==> src/inc/lpcfm_consts.svh <==
// Function
// [RULE_01] crystal is system clock by select or switch
// [RULE_02] crystal off when unused or asleep, unless kept
// [RULE_03] keep-on bit holds crystal enabled always
// [RULE_04] sleep stops all sources except kept crystal and slow rc with watchdog
// [RULE_05] crystal ready only after start-up delay
// [RULE_06] slow rc is system clock by select/switch
// [RULE_07] slow rc clocks powerup, watchdog, monitor
// [RULE_08] slow rc enabled at reset per powerup field
// [RULE_09] slow rc stays on for monitor/watchdog/selection
// [RULE_10] in sleep slow rc runs only with watchdog
// [RULE_11] slow rc ready at once, no delay
// [RULE_12] field 00 enables monitor, slow rc on
// [RULE_13] no activity within timeout: trap, fast rc
// [RULE_14] fallback loads current source with 000
// [RULE_15] fallback sets clock fail flag bit 3
// [RULE_16] fallback clears switch request bit 0
// [RULE_17] clock failure in sleep never wakes
// [RULE_18] check only after ready plus start delay
// [RULE_19] start delay only for crystal sources; code also applies it to primary sources (codes 2, 3)
// [RULE_20] failure leaves watchdog clock untouched
// [RULE_21] field 1x none, 01 switch, 00 both
// [RULE_22] trap level held until taken, synchronised
`ifndef LPCFM_CONSTS_SVH
`define LPCFM_CONSTS_SVH

// register offsets
`define LPCFM_OSC_CTRL_OFS 8'h00
`define LPCFM_STATUS_OFS 8'h04

// osc control register fields
`define LPCFM_REQ_BIT 0
`define LPCFM_KEEP_BIT 1
`define LPCFM_FAIL_BIT 3
`define LPCFM_NEW_LSB 8
`define LPCFM_CUR_LSB 12

// source codes
`define LPCFM_SRC_FAST 3'h0
`define LPCFM_SRC_FASTPLL 3'h1
`define LPCFM_SRC_PRI 3'h2
`define LPCFM_SRC_PRIPLL 3'h3
`define LPCFM_SRC_XTAL 3'h4
`define LPCFM_SRC_SLOWRC 3'h5
`define LPCFM_SRC_FASTDIV 3'h7

// reset values
`define LPCFM_CUR_RST 3'h0
`define LPCFM_CFG_RST 8'hC0

// timing
`define LPCFM_CLK_MHZ 25
`define LPCFM_MON_TIMEOUT_US 2000
`define LPCFM_MON_TIMEOUT_CYC (`LPCFM_MON_TIMEOUT_US * `LPCFM_CLK_MHZ)
`define LPCFM_OST_CYC 1024
`define LPCFM_START_DLY_CYC 512
`define LPCFM_PUP_UNIT_CYC 32
`define LPCFM_BOOT_CYC 2'h3

`endif

==> src/inc/lpcfm_pkg.sv <==
package lpcfm_pkg;

  typedef struct packed {
    logic [2:0] powerup_timer_value_select;
    logic [1:0] switch_monitor_config;
    logic [2:0] initial_source_select;
  } lpcfm_cfg_s;

  typedef struct packed {
    logic pri;
    logic fast_rc;
    logic slow_rc;
    logic crystal;
  } lpcfm_osc_en_s;

  typedef enum logic [1:0] {
    MON_IDLE,
    MON_START_DLY,
    MON_WATCH
  } lpcfm_mon_e;

  typedef logic [19:0] lpcfm_cnt_t;

endpackage

==> src/design/lpcfm_top.sv <==
// The strobed register port and the register addresses were chosen for this implementation.
`timescale 1ns/1ps
`include "lpcfm_consts.svh"
module lpcfm_top
  import lpcfm_pkg::*;
#(
  parameter int MON_TIMEOUT_CYC = `LPCFM_MON_TIMEOUT_CYC,
  parameter int OST_CYC = `LPCFM_OST_CYC,
  parameter int START_DLY_CYC = `LPCFM_START_DLY_CYC,
  parameter int PUP_UNIT_CYC = `LPCFM_PUP_UNIT_CYC
) (
  input wire logic CLK_I,
  input wire logic RESET_I,
  input wire logic [7:0] ADDR_I,
  input wire logic [15:0] WDATA_I,
  input wire logic WR_I,
  input wire logic RD_I,
  output logic [15:0] RDATA_O,
  input wire logic [7:0] CFG_I,
  input wire logic SLEEP_I,
  input wire logic WDOG_EN_I,
  input wire logic PRI_READY_I,
  input wire logic SYSCLK_TOGGLE_I,
  input wire logic TRAP_ACK_I,
  output logic PRI_EN_O,
  output logic FAST_RC_EN_O,
  output logic SLOW_RC_EN_O,
  output logic CRYSTAL_EN_O,
  output logic CRYSTAL_READY_O,
  output logic [2:0] CUR_SRC_O,
  output logic TRAP_REQ_O
);

  localparam int NSYNC = 13;

  logic [NSYNC-1:0] sync_q;
  lpcfm_cfg_s cfg_s;
  logic sleep_s;
  logic wdog_s;
  logic pri_rdy_s;
  logic act_s;
  logic ack_s;
  logic act_d_r;

  lpcfm_cfg_s cfg_r;
  logic [1:0] boot_cnt_r;
  logic cfg_loaded_r;
  logic [2:0] cur_r;
  logic [2:0] new_r;
  logic req_r;
  logic keep_r;
  logic fail_r;
  logic trap_r;
  lpcfm_cnt_t ost_cnt_r;
  logic crystal_rdy_r;
  lpcfm_cnt_t pup_cnt_r;
  logic pup_run_r;
  lpcfm_mon_e mon_r;
  lpcfm_cnt_t mon_cnt_r;
  logic [15:0] rdata_r;

  lpcfm_osc_en_s en;
  logic sw_en;
  logic mon_en;
  logic ctl_wr;
  logic req_set;
  logic redundant;
  logic tgt_rdy;
  logic sw_done;
  logic sys_rdy;
  logic act_edge;
  logic mon_fail;
  logic need_dly;
  logic [15:0] ctl_rd;
  logic [15:0] stat_rd;

  lpcfm_sync #(
    .W(NSYNC)
  ) u_sync (
    .clk_i(CLK_I),
    .reset_i(RESET_I),
    .d_i({CFG_I, SLEEP_I, WDOG_EN_I, PRI_READY_I, SYSCLK_TOGGLE_I,
          TRAP_ACK_I}),
    .q_o(sync_q)
  );

  assign cfg_s = lpcfm_cfg_s'(sync_q[12:5]);
  assign sleep_s = sync_q[4];
  assign wdog_s = sync_q[3];
  assign pri_rdy_s = sync_q[2];
  assign act_s = sync_q[1];
  assign ack_s = sync_q[0];

  // config word decode
  assign sw_en = ~cfg_r.switch_monitor_config[1]; // [RULE_21]
  assign mon_en = sw_en & ~cfg_r.switch_monitor_config[0]; // [RULE_21] [RULE_12]

  // fuse levels captured once the synchroniser has settled
  always_ff @(posedge CLK_I)
  begin
    if (RESET_I)
    begin
      boot_cnt_r <= 2'h0;
      cfg_loaded_r <= 1'b0;
      cfg_r <= lpcfm_cfg_s'(`LPCFM_CFG_RST);
    end
    else if (!cfg_loaded_r)
    begin
      boot_cnt_r <= boot_cnt_r + 2'h1;
      if (boot_cnt_r == `LPCFM_BOOT_CYC)
      begin
        cfg_loaded_r <= 1'b1;
        cfg_r <= cfg_s;
      end
    end
  end

  // power-up timer on the slow rc time base
  always_ff @(posedge CLK_I)
  begin
    if (RESET_I)
    begin
      pup_run_r <= 1'b0;
      pup_cnt_r <= '0;
    end
    else if (!cfg_loaded_r)
    begin
      pup_run_r <= (boot_cnt_r == `LPCFM_BOOT_CYC) // [RULE_08]
                   && (cfg_s.powerup_timer_value_select != 3'h0);
      pup_cnt_r <= lpcfm_cnt_t'(PUP_UNIT_CYC)
                   << cfg_s.powerup_timer_value_select;
    end
    else if (pup_run_r && en.slow_rc) // [RULE_07]
    begin
      if (pup_cnt_r <= lpcfm_cnt_t'(1))
        pup_run_r <= 1'b0;
      pup_cnt_r <= pup_cnt_r - lpcfm_cnt_t'(1);
    end
  end

  // oscillator enables
  always_comb
  begin
    en.crystal = keep_r // [RULE_03]
      | (~sleep_s & (cur_r == `LPCFM_SRC_XTAL)) // [RULE_01] [RULE_02]
      | (~sleep_s & req_r & (new_r == `LPCFM_SRC_XTAL)); // [RULE_04]
    en.slow_rc = sleep_s ? wdog_s // [RULE_10]
      : (pup_run_r | mon_en | wdog_s // [RULE_08] [RULE_09] [RULE_12]
         | (cur_r == `LPCFM_SRC_SLOWRC) // [RULE_06]
         | (req_r & (new_r == `LPCFM_SRC_SLOWRC)));
    en.fast_rc = ~sleep_s & ( // [RULE_04]
      (cur_r == `LPCFM_SRC_FAST) | (cur_r == `LPCFM_SRC_FASTPLL)
      | (cur_r == `LPCFM_SRC_FASTDIV)
      | (req_r & ((new_r == `LPCFM_SRC_FAST)
                  | (new_r == `LPCFM_SRC_FASTPLL)
                  | (new_r == `LPCFM_SRC_FASTDIV))));
    en.pri = ~sleep_s & ( // [RULE_04]
      (cur_r == `LPCFM_SRC_PRI) | (cur_r == `LPCFM_SRC_PRIPLL)
      | (req_r & ((new_r == `LPCFM_SRC_PRI)
                  | (new_r == `LPCFM_SRC_PRIPLL))));
  end

  // crystal start-up timer
  always_ff @(posedge CLK_I)
  begin
    if (RESET_I)
    begin
      ost_cnt_r <= '0;
      crystal_rdy_r <= 1'b0;
    end
    else if (!en.crystal)
    begin
      ost_cnt_r <= '0;
      crystal_rdy_r <= 1'b0;
    end
    else if (!crystal_rdy_r)
    begin
      ost_cnt_r <= ost_cnt_r + lpcfm_cnt_t'(1);
      if (ost_cnt_r == lpcfm_cnt_t'(OST_CYC - 1))
        crystal_rdy_r <= 1'b1; // [RULE_05]
    end
  end

  // readiness of a given source
  function automatic logic src_ready(input logic [2:0] src,
                                     input logic xtal_rdy,
                                     input logic pri_rdy);
    logic r;
    r = 1'b1; // [RULE_11]
    if (src == `LPCFM_SRC_XTAL)
      r = xtal_rdy; // [RULE_05]
    else if ((src == `LPCFM_SRC_PRI) || (src == `LPCFM_SRC_PRIPLL))
      r = pri_rdy;
    return r;
  endfunction

  assign ctl_wr = WR_I && (ADDR_I == `LPCFM_OSC_CTRL_OFS);
  assign req_set = ctl_wr && WDATA_I[`LPCFM_REQ_BIT] && sw_en;
  assign redundant = req_r && (new_r == cur_r);
  assign tgt_rdy = src_ready(new_r, crystal_rdy_r, pri_rdy_s);
  assign sw_done = req_r && !redundant && tgt_rdy;
  assign sys_rdy = src_ready(cur_r, crystal_rdy_r, pri_rdy_s);
  assign need_dly = (cur_r == `LPCFM_SRC_XTAL) | (cur_r == `LPCFM_SRC_PRI)
                    | (cur_r == `LPCFM_SRC_PRIPLL);

  // current source
  always_ff @(posedge CLK_I)
  begin
    if (RESET_I)
      cur_r <= `LPCFM_CUR_RST;
    else if (mon_fail)
      cur_r <= `LPCFM_SRC_FAST; // [RULE_13] [RULE_14]
    else if (boot_cnt_r == `LPCFM_BOOT_CYC && !cfg_loaded_r)
      cur_r <= cfg_s.initial_source_select; // [RULE_01] [RULE_06]
    else if (sw_done)
      cur_r <= new_r; // [RULE_01] [RULE_06]
  end

  // software-written control fields
  always_ff @(posedge CLK_I)
  begin
    if (RESET_I)
    begin
      new_r <= `LPCFM_CUR_RST;
      keep_r <= 1'b0;
    end
    else if (ctl_wr)
    begin
      keep_r <= WDATA_I[`LPCFM_KEEP_BIT]; // [RULE_03]
      if (!req_r)
        new_r <= WDATA_I[`LPCFM_NEW_LSB +: 3];
    end
  end

  // switch request; monitor cancellation beats a new request
  always_ff @(posedge CLK_I)
  begin
    if (RESET_I)
      req_r <= 1'b0;
    else if (mon_fail)
      req_r <= 1'b0; // [RULE_16]
    else if (redundant || sw_done)
      req_r <= 1'b0;
    else if (req_set)
      req_r <= 1'b1;
  end

  // clock fail flag; hardware set wins over software clear
  always_ff @(posedge CLK_I)
  begin
    if (RESET_I)
      fail_r <= 1'b0;
    else if (mon_fail)
      fail_r <= 1'b1; // [RULE_15]
    else if (ctl_wr && !WDATA_I[`LPCFM_FAIL_BIT])
      fail_r <= 1'b0;
    else if (req_set && !req_r
             && (WDATA_I[`LPCFM_NEW_LSB +: 3] != cur_r))
      fail_r <= 1'b0;
  end

  // activity edge from system clock toggle
  always_ff @(posedge CLK_I)
  begin
    if (RESET_I)
      act_d_r <= 1'b0;
    else
      act_d_r <= act_s;
  end

  assign act_edge = act_s ^ act_d_r;
  assign mon_fail = (mon_r == MON_WATCH) && !sleep_s
                    && !act_edge
                    && (mon_cnt_r == lpcfm_cnt_t'(MON_TIMEOUT_CYC - 1)); // [RULE_13]

  // clock failure monitor, timed on the slow rc base
  always_ff @(posedge CLK_I)
  begin
    if (RESET_I)
    begin
      mon_r <= MON_IDLE;
      mon_cnt_r <= '0;
    end
    else if (!mon_en || !cfg_loaded_r || !en.slow_rc) // [RULE_07]
    begin
      mon_r <= MON_IDLE;
      mon_cnt_r <= '0;
    end
    else if (sleep_s)
      mon_cnt_r <= '0; // [RULE_17]
    else
    begin
      unique case (mon_r)
        MON_IDLE:
        begin
          mon_cnt_r <= '0;
          if (sys_rdy) // [RULE_18]
            mon_r <= need_dly ? MON_START_DLY : MON_WATCH; // [RULE_19]
        end
        MON_START_DLY:
        begin
          if (mon_cnt_r == lpcfm_cnt_t'(START_DLY_CYC - 1))
          begin
            mon_r <= MON_WATCH; // [RULE_18]
            mon_cnt_r <= '0;
          end
          else
            mon_cnt_r <= mon_cnt_r + lpcfm_cnt_t'(1);
        end
        MON_WATCH:
        begin
          if (act_edge || mon_fail)
            mon_cnt_r <= '0;
          else
            mon_cnt_r <= mon_cnt_r + lpcfm_cnt_t'(1);
          if (sw_done)
            mon_r <= MON_IDLE;
        end
      endcase
    end
  end

  // trap level held until taken; new failure beats the ack
  always_ff @(posedge CLK_I)
  begin
    if (RESET_I)
      trap_r <= 1'b0;
    else if (mon_fail)
      trap_r <= 1'b1; // [RULE_13] [RULE_22]
    else if (ack_s)
      trap_r <= 1'b0; // [RULE_22]
  end

  // register read
  always_comb
  begin
    ctl_rd = 16'h0000;
    ctl_rd[`LPCFM_CUR_LSB +: 3] = cur_r;
    ctl_rd[`LPCFM_NEW_LSB +: 3] = new_r;
    ctl_rd[`LPCFM_FAIL_BIT] = fail_r;
    ctl_rd[`LPCFM_KEEP_BIT] = keep_r;
    ctl_rd[`LPCFM_REQ_BIT] = req_r;
    stat_rd = {cfg_r, 1'b0, trap_r, mon_r == MON_WATCH, mon_en,
               sys_rdy, crystal_rdy_r, pup_run_r, cfg_loaded_r};
  end

  always_ff @(posedge CLK_I)
  begin
    if (RESET_I)
      rdata_r <= 16'h0000;
    else if (RD_I && ADDR_I == `LPCFM_OSC_CTRL_OFS)
      rdata_r <= ctl_rd;
    else if (RD_I && ADDR_I == `LPCFM_STATUS_OFS)
      rdata_r <= stat_rd;
    else
      rdata_r <= 16'h0000;
  end

  // watchdog path never depends on the failure
  assign SLOW_RC_EN_O = en.slow_rc; // [RULE_20]
  assign PRI_EN_O = en.pri;
  assign FAST_RC_EN_O = en.fast_rc;
  assign CRYSTAL_EN_O = en.crystal;
  assign CRYSTAL_READY_O = crystal_rdy_r;
  assign CUR_SRC_O = cur_r;
  assign TRAP_REQ_O = trap_r;
  assign RDATA_O = rdata_r;

endmodule

==> src/design/lpcfm_sync.sv <==
`timescale 1ns/1ps
module lpcfm_sync #(
  parameter int W = 1
) (
  input wire logic clk_i,
  input wire logic reset_i,
  input wire logic [W-1:0] d_i,
  output logic [W-1:0] q_o
);

  logic [W-1:0] meta_r;

  always_ff @(posedge clk_i)
  begin
    if (reset_i)
    begin
      meta_r <= '0;
      q_o <= '0;
    end
    else
    begin
      meta_r <= d_i;
      q_o <= meta_r;
    end
  end

endmodule

==> config.mk <==
export PLATFORM = sky130hd
export DESIGN_NAME = lpcfm_top
export DESIGN_NICKNAME = d
export VERILOG_FILES = /design/src/inc/lpcfm_pkg.sv /design/src/design/lpcfm_top.sv /design/src/design/lpcfm_sync.sv
export VERILOG_INCLUDE_DIRS = /design/src /design/src/inc
export SDC_FILE = /design/constraint.sdc
export NUM_CORES = 1
export LEC_CHECK = 0
export BUFFER_PORTS_ARGS = -buffer_cell sky130_fd_sc_hd__buf_2
export CAP_MARGIN = 10
export CORE_MARGIN = 5
export CORE_UTILIZATION = 40
export CTS_CLUSTER_SIZE = 16
export DETAILED_ROUTE_END_ITERATION = 10
export PLACE_DENSITY = 0.65
export SLEW_MARGIN = 40
export SYNTH_ARGS = -nofsm -noshare
export SYNTH_HDL_FRONTEND = slang
export SYNTH_SLANG_ARGS = --single-unit
==> constraint.sdc <==
create_clock -name CLK_I -period 2.39 [get_ports CLK_I]
set_input_delay 0.239 -clock CLK_I [delete_from_list [all_inputs] [get_ports CLK_I]]
set_output_delay 0.239 -clock CLK_I [all_outputs]
set_load 0.005 [all_outputs]
==> run metrics, run 1 <==
Metal-1 WL=5650 um; Worst setup EP type=register; CTS tree=built; Final Cell Area=6560 um^2; Yosys warning count=0; ys flop type=dfxtp_1; Initial Util=40.9%; multi-input logic area=2730 um^2; Congestion Overflow GR=0; Setup TNS Final=0 ps; top cells by instance count after synthesis=dfxtp_1 (127), nor2_1 (91), nand2_1 (46); worst skew pair latency=420 ps; fin nets=715; min cycle time layout=2280 ps; Die Span X=126 um; GP Congestion=0.832; Crit Path Max Fanout=6; Root Driver=clkbuf_16; Area contributors post-synth=dfxtp_1 (47%), nor2_1 (6.3%), xor2_1 (5.5%); Seq/Total Area, Yosys=46.9%; EDFF count, synth=0; DR vias/cell=5.12; fillers=1243; area delta synth->final=21.0%; Antenna diodes=0; Max Used Layer=met4; Leak=2.44 nW; Slew Limit Fails=0; post-synthesis net count=656; DRC viols=0; Tightest Pin Transition=649 ps; status=finished clean; origin of the worst setup path=pup_cnt_r[0]; final hold vios=0; Final Setup Violations=0; first-pass GRT wire length=21200 um; area share of the largest cell type after synthesis=46.9%; worst reg2reg startpoint=pup_cnt_r[0]; Power Density=802 nW/um^2; CTS max path bufs=2; initial antenna violation count=0; antenna-violating nets left=0; Die Area=16000 um^2; # rows=42; ys async rst share=0%; # hold bufs at CTS=0; fin crit share=95.5%; worst min path class=in2reg; initial drt markers=260; DP HPWL=8880 um; sink count of the clock tree=127; GRT Overall Usage=16.3%; cts bufs inserted=17; cells after synthesis=607; vias in the first global route=4362; Ports=66; Max Clock Freq=0.438 GHz; Slew Limit Headroom=56.3%; Mapped Avg Cell Area=8.93 um^2; Synth cell types=55; drt total wl=12400 um; max cap viols=0; Seq cells post-synth=127; RSZ-0062 raised after global routing=no; Mapped Area=5420 um^2; met2 wire length=5930 um; smallest hold slack=28.5 ps; top-count cell post-synth=dfxtp_1; Clock transition at path regs=60 ps; share of cells above drive strength 1=16.5%; Worst Setup Slack, final=107 ps; met3 routed WL=591 um; worst endpoint required time=2660 ps; Reg area=2540 um^2; most area-hungry cell type in the Yosys netlist=dfxtp_1; min-delay src=CFG_I[5]; crit path launch type=register; Worst Path Arrival=2550 ps; die height=126 um; maximum VDD drop=0.562 mV; kind of critical path=reg2reg; DP Worst Slack=144 ps; Tot Pwr=5.26 mW; Pre-antenna DRT Iters=5; # H-tree levels=4; via count=4376; core area=13200 um^2; IO Port Bufs=54; clk_skew=8.88 ps; pin count of the biggest net entering global routing=50; post-placement cell area=5900 um^2; Routed WL per cell=14.5 um
sequential cells by signal, indices dropped and copies added (netlist names), 2 cells and up:
register	flops
mon_cnt_r	20
ost_cnt_r	20
pup_cnt_r	20
RDATA_O	15
u_sync.meta_r	13
u_sync.q_o	13
cfg_r	8
CUR_SRC_O	3
new_r	3
boot_cnt_r	2
mon_r	2
critical path, cell delays in order (launching register included):
cell	delay (ps)
dfxtp_1	360
inv_1	80
ha_1	180
or3b_2	540
or3_4	440
nor4_4	270
xnor2_1	160
o22ai_1	100
report_power, final:
group / total, mW / switching (mW) / internal (mW)
Clock: 2.74 / 0.979 / 1.76
Sequential: 2.21 / 0.0442 / 2.17
Combinational: 0.310 / 0.175 / 0.135
Total: 5.26 / 1.20 / 4.06
cell families (layout without fill, tap and decap cells):
group / count (synthesis) / in the layout / synth area share [%]
mux: 8 / 8 / 1.48
compound gates: 65 / 65 / 8.08
other cells: 1 / 1 / 0.0692
fa+ha+maj: 8 / 8 / 1.85
xor+xnor: 58 / 58 / 9.37
simple gates: 297 / 297 / 29.1
buf+inv: 43 / 115 / 3.18
flops: 127 / 127 / 46.9
cells in the final DEF, fill, tap and decap left out, types with 3 or more instances in the layout:
| cell | instances |
|---|---|
| dfxtp_1 | 127 |
| a2111oi_0 | 4 |
| nand2_1 | 46 |
| or3_1 | 5 |
| nor2_1 | 91 |
| inv_1 | 15 |
| bufinv_16 | 4 |
| a21oi_1 | 19 |
| or3b_2 | 3 |
| and4_1 | 4 |
| clkbuf_16 | 17 |
| nand2b_1 | 9 |
| and2_1 | 6 |
| nand3b_1 | 6 |
| nand3_1 | 26 |
| o21ai_0 | 12 |
| buf_2 | 54 |
| nor3_1 | 13 |
| nor2b_1 | 32 |
| a211oi_1 | 3 |
| or4_1 | 3 |
| xnor2_1 | 24 |
| inv_6 | 3 |
| mux2i_1 | 8 |
| and3b_1 | 3 |
| a22o_1 | 8 |
| nor4_4 | 3 |
| nand4_1 | 15 |
| and3_1 | 5 |
| nor4_1 | 14 |
| clkinvlp_4 | 5 |
| xor2_1 | 34 |
| buf_4 | 14 |
| clkinv_4 | 3 |
| ha_1 | 8 |
per-layer routing:
| layer | GRT usage [%] | vias to the layer above |
|---|---|---|
| li1 | - | 2213 |
| met4 | 6.12 | 0 |
| met2 | 26.7 | 108 |
| met5 | 0 | - |
| met3 | 5.04 | 16 |
| met1 | 20.1 | 2039 |
through the flow:
step / cells / util, %
final: 855 / 49.5
after global routing: 855 / 49.5
after detailed placement: 823 / 44.6
after CTS: 855 / 49.4
after floorplan: 607 / -
after global placement: 823 / 44.6
cell type report:
class                           count  share of cell area (%)
Timing Repair Buffer               68                    5.72
Clock inverter                     15                    3.21
Clock buffer                       17                    6.49
Sequential cell                   127                    38.8
Tap cell                          176                    3.36
Multi-Input combinational cell    437                    41.6
Inverter                           15                   0.859
worst paths after layout:
path	end	slack, ps	depth (start not counted)
max	pup_cnt_r[10]	110	7
min reg2reg	u_sync.q_o[12]	430	1
max reg2reg	pup_cnt_r[10]	110	7
min	u_sync.meta_r[10]	30	2
what timing repair did:
item / in CTS / in global routing
setup buffers: 0 / 0
gates resized for setup: 1 / 2
endpoints found under the setup margin: 1 / 2
(Power assumes the default switching activity.)
==> run 2: changes to the inputs <==
Settings changed: REMOVE_ABC_BUFFERS set to 1.
==> run 2 against run 1 <==
Effect of this change:
- worst hold slack gained 4.3 ps
- clock skew down 0.50 ps
- via count is 0.96% lower
- first-iteration DRC count down 2.7%
- routed wire length down 3.4%
- design area unchanged
- sequential power barely moved
- largest power group unchanged
- maximum frequency is 2.9% higher
- core utilization is the same
- critical endpoint unchanged
==> run metrics, run 2 (synthesis gave the netlist of run 1 again) <==
Routed WL per cell=13.9 um; clock share of power=51.8%; min-delay src=CFG_I[1]; Die Area=16000 um^2; Power Density=798 nW/um^2; commonest non-fill, non-tap cell in the layout=dfxtp_1; Worst Setup Slack, final=170 ps; WHS Path Cells=2; post-CTS setup buffer count=0; Reg power frac=42.1%; Tightest Pin Transition=683 ps; clk_skew=8.37 ps; DRC viols=0; core area=13200 um^2; min cycle time layout=2220 ps; # H-tree levels=4; Net Sw Frac=22.1%; Placed Cells=827; power share of the combinational group=6.1%; fin crit share=92.9%; # resized after CTS=0; initial drt markers=253; Antenna diodes=0; reg2reg end=pup_cnt_r[10]; Congestion Overflow GR=0; Clock transition at path regs=60 ps; R2R cell count=7; DR vias/cell=5.05; drt total wl=12000 um; leading cell types in the layout, fill and taps excluded=dfxtp_1 (127), nor2_1 (91), buf_2 (54); Initial Util=40.9%; Slew Limit Headroom=54.5%; antenna-violating nets left=0; reg-to-reg setup timing slack=170 ps; Max Clock Freq=0.450 GHz; die height=126 um; worst hold endpoint=u_sync.meta_r[6]; vias in the first global route=4199; DP Worst Slack=192 ps; Worst Path Arrival=2490 ps; Final Cell Area=6560 um^2; Regs by FF count=mon_cnt_r (20), ost_cnt_r (20), pup_cnt_r (20); Setup TNS Final=0 ps; worst min path class=in2reg; Die Span X=126 um; Pre-antenna DRT Iters=5; Root Driver=clkbuf_16; first-pass GRT wire length=20200 um; final hold vios=0; Worst setup EP type=register; post-placement cell area=5930 um^2; crit path launch type=register; initial antenna violation count=0; Leak=2.48 nW; maximum VDD drop=0.518 mV; GP Congestion=0.876; via count=4334; # rows=42; cts bufs inserted=17; CTS tree=built; IO Port Bufs=54; Final Setup Violations=0; max cap viols=0; Tot Pwr=5.23 mW; pin count of the biggest net entering global routing=32; Slew Limit Fails=0; status=finished clean; fillers=1273; DP HPWL=8320 um; share of cells above drive strength 1=16.7%; RSZ-0062 raised after global routing=no; GRT Overall Usage=15.5%; kind of critical path=reg2reg; P_int=4.08 mW; Crit Path Max Fanout=5; CTS max path bufs=2; Ports=66; worst endpoint required time=2660 ps; fin nets=719; Psw=1.16 mW; sink count of the clock tree=127; area delta synth->final=21.0%; # hold bufs at CTS=0; fin util=49.5%; smallest hold slack=32.8 ps; worst skew pair latency=410 ps; final non-filler cell total=859; worst reg2reg startpoint=pup_cnt_r[0]
==> run 2: worst max path at each step <==
stage,from,endpoint,slack [ps],cells past startpoint
after global routing,pup_cnt_r[0],pup_cnt_r[10],80,7
after detailed placement,pup_cnt_r[0],pup_cnt_r[10],190,7
after global placement,pup_cnt_r[0],pup_cnt_r[10],240,7
after floorplan,pup_cnt_r[0],pup_cnt_r[10],280,7
final,pup_cnt_r[0],pup_cnt_r[10],170,7
after CTS,pup_cnt_r[0],pup_cnt_r[10],170,7
==> run 2: area by class of cell <==
type / count / area, um^2 / area share, %
Clock buffer: 18 / 439 / 6.70
Clock inverter: 14 / 188 / 2.86
Inverter: 15 / 56.3 / 0.859
Multi-Input combinational cell: 437 / 2710 / 41.3
Sequential cell: 127 / 2540 / 38.8
Tap cell: 176 / 220 / 3.36
Timing Repair Buffer: 72 / 405 / 6.18
==> run 2: per-layer routing <==
| metal | up-vias | track usage [%] | share of wire (%) |
|---|---|---|---|
| li1 | 2210 | - | - |
| met1 | 1998 | 20.2 | 48 |
| met2 | 107 | 23.6 | 45 |
| met3 | 19 | 4.75 | 5.3 |
| met4 | 0 | 6.75 | 2.1 |
| met5 | - | 0 | 0 |
==> run 2: power by group through the flow <==
stage / logic [mW] / clock network, mW / registers (mW)
2_1_floorplan: 0.186 / 0 / 2.25
3_3_place_gp: 0.313 / 0 / 2.25
3_5_place_dp: 0.320 / 0 / 2.25
4_1_cts: 0.323 / 2.76 / 2.20
5_1_grt: 0.360 / 2.88 / 2.21
6_report: 0.319 / 2.71 / 2.20
==> run 2: critical path: stages, from the launching register on <==
cell and delay, ps:
dfxtp_1 350, inv_1 70, ha_1 180, or3b_2 470, or3_4 400, nor4_1 330
xnor2_1 180, o22ai_1 100
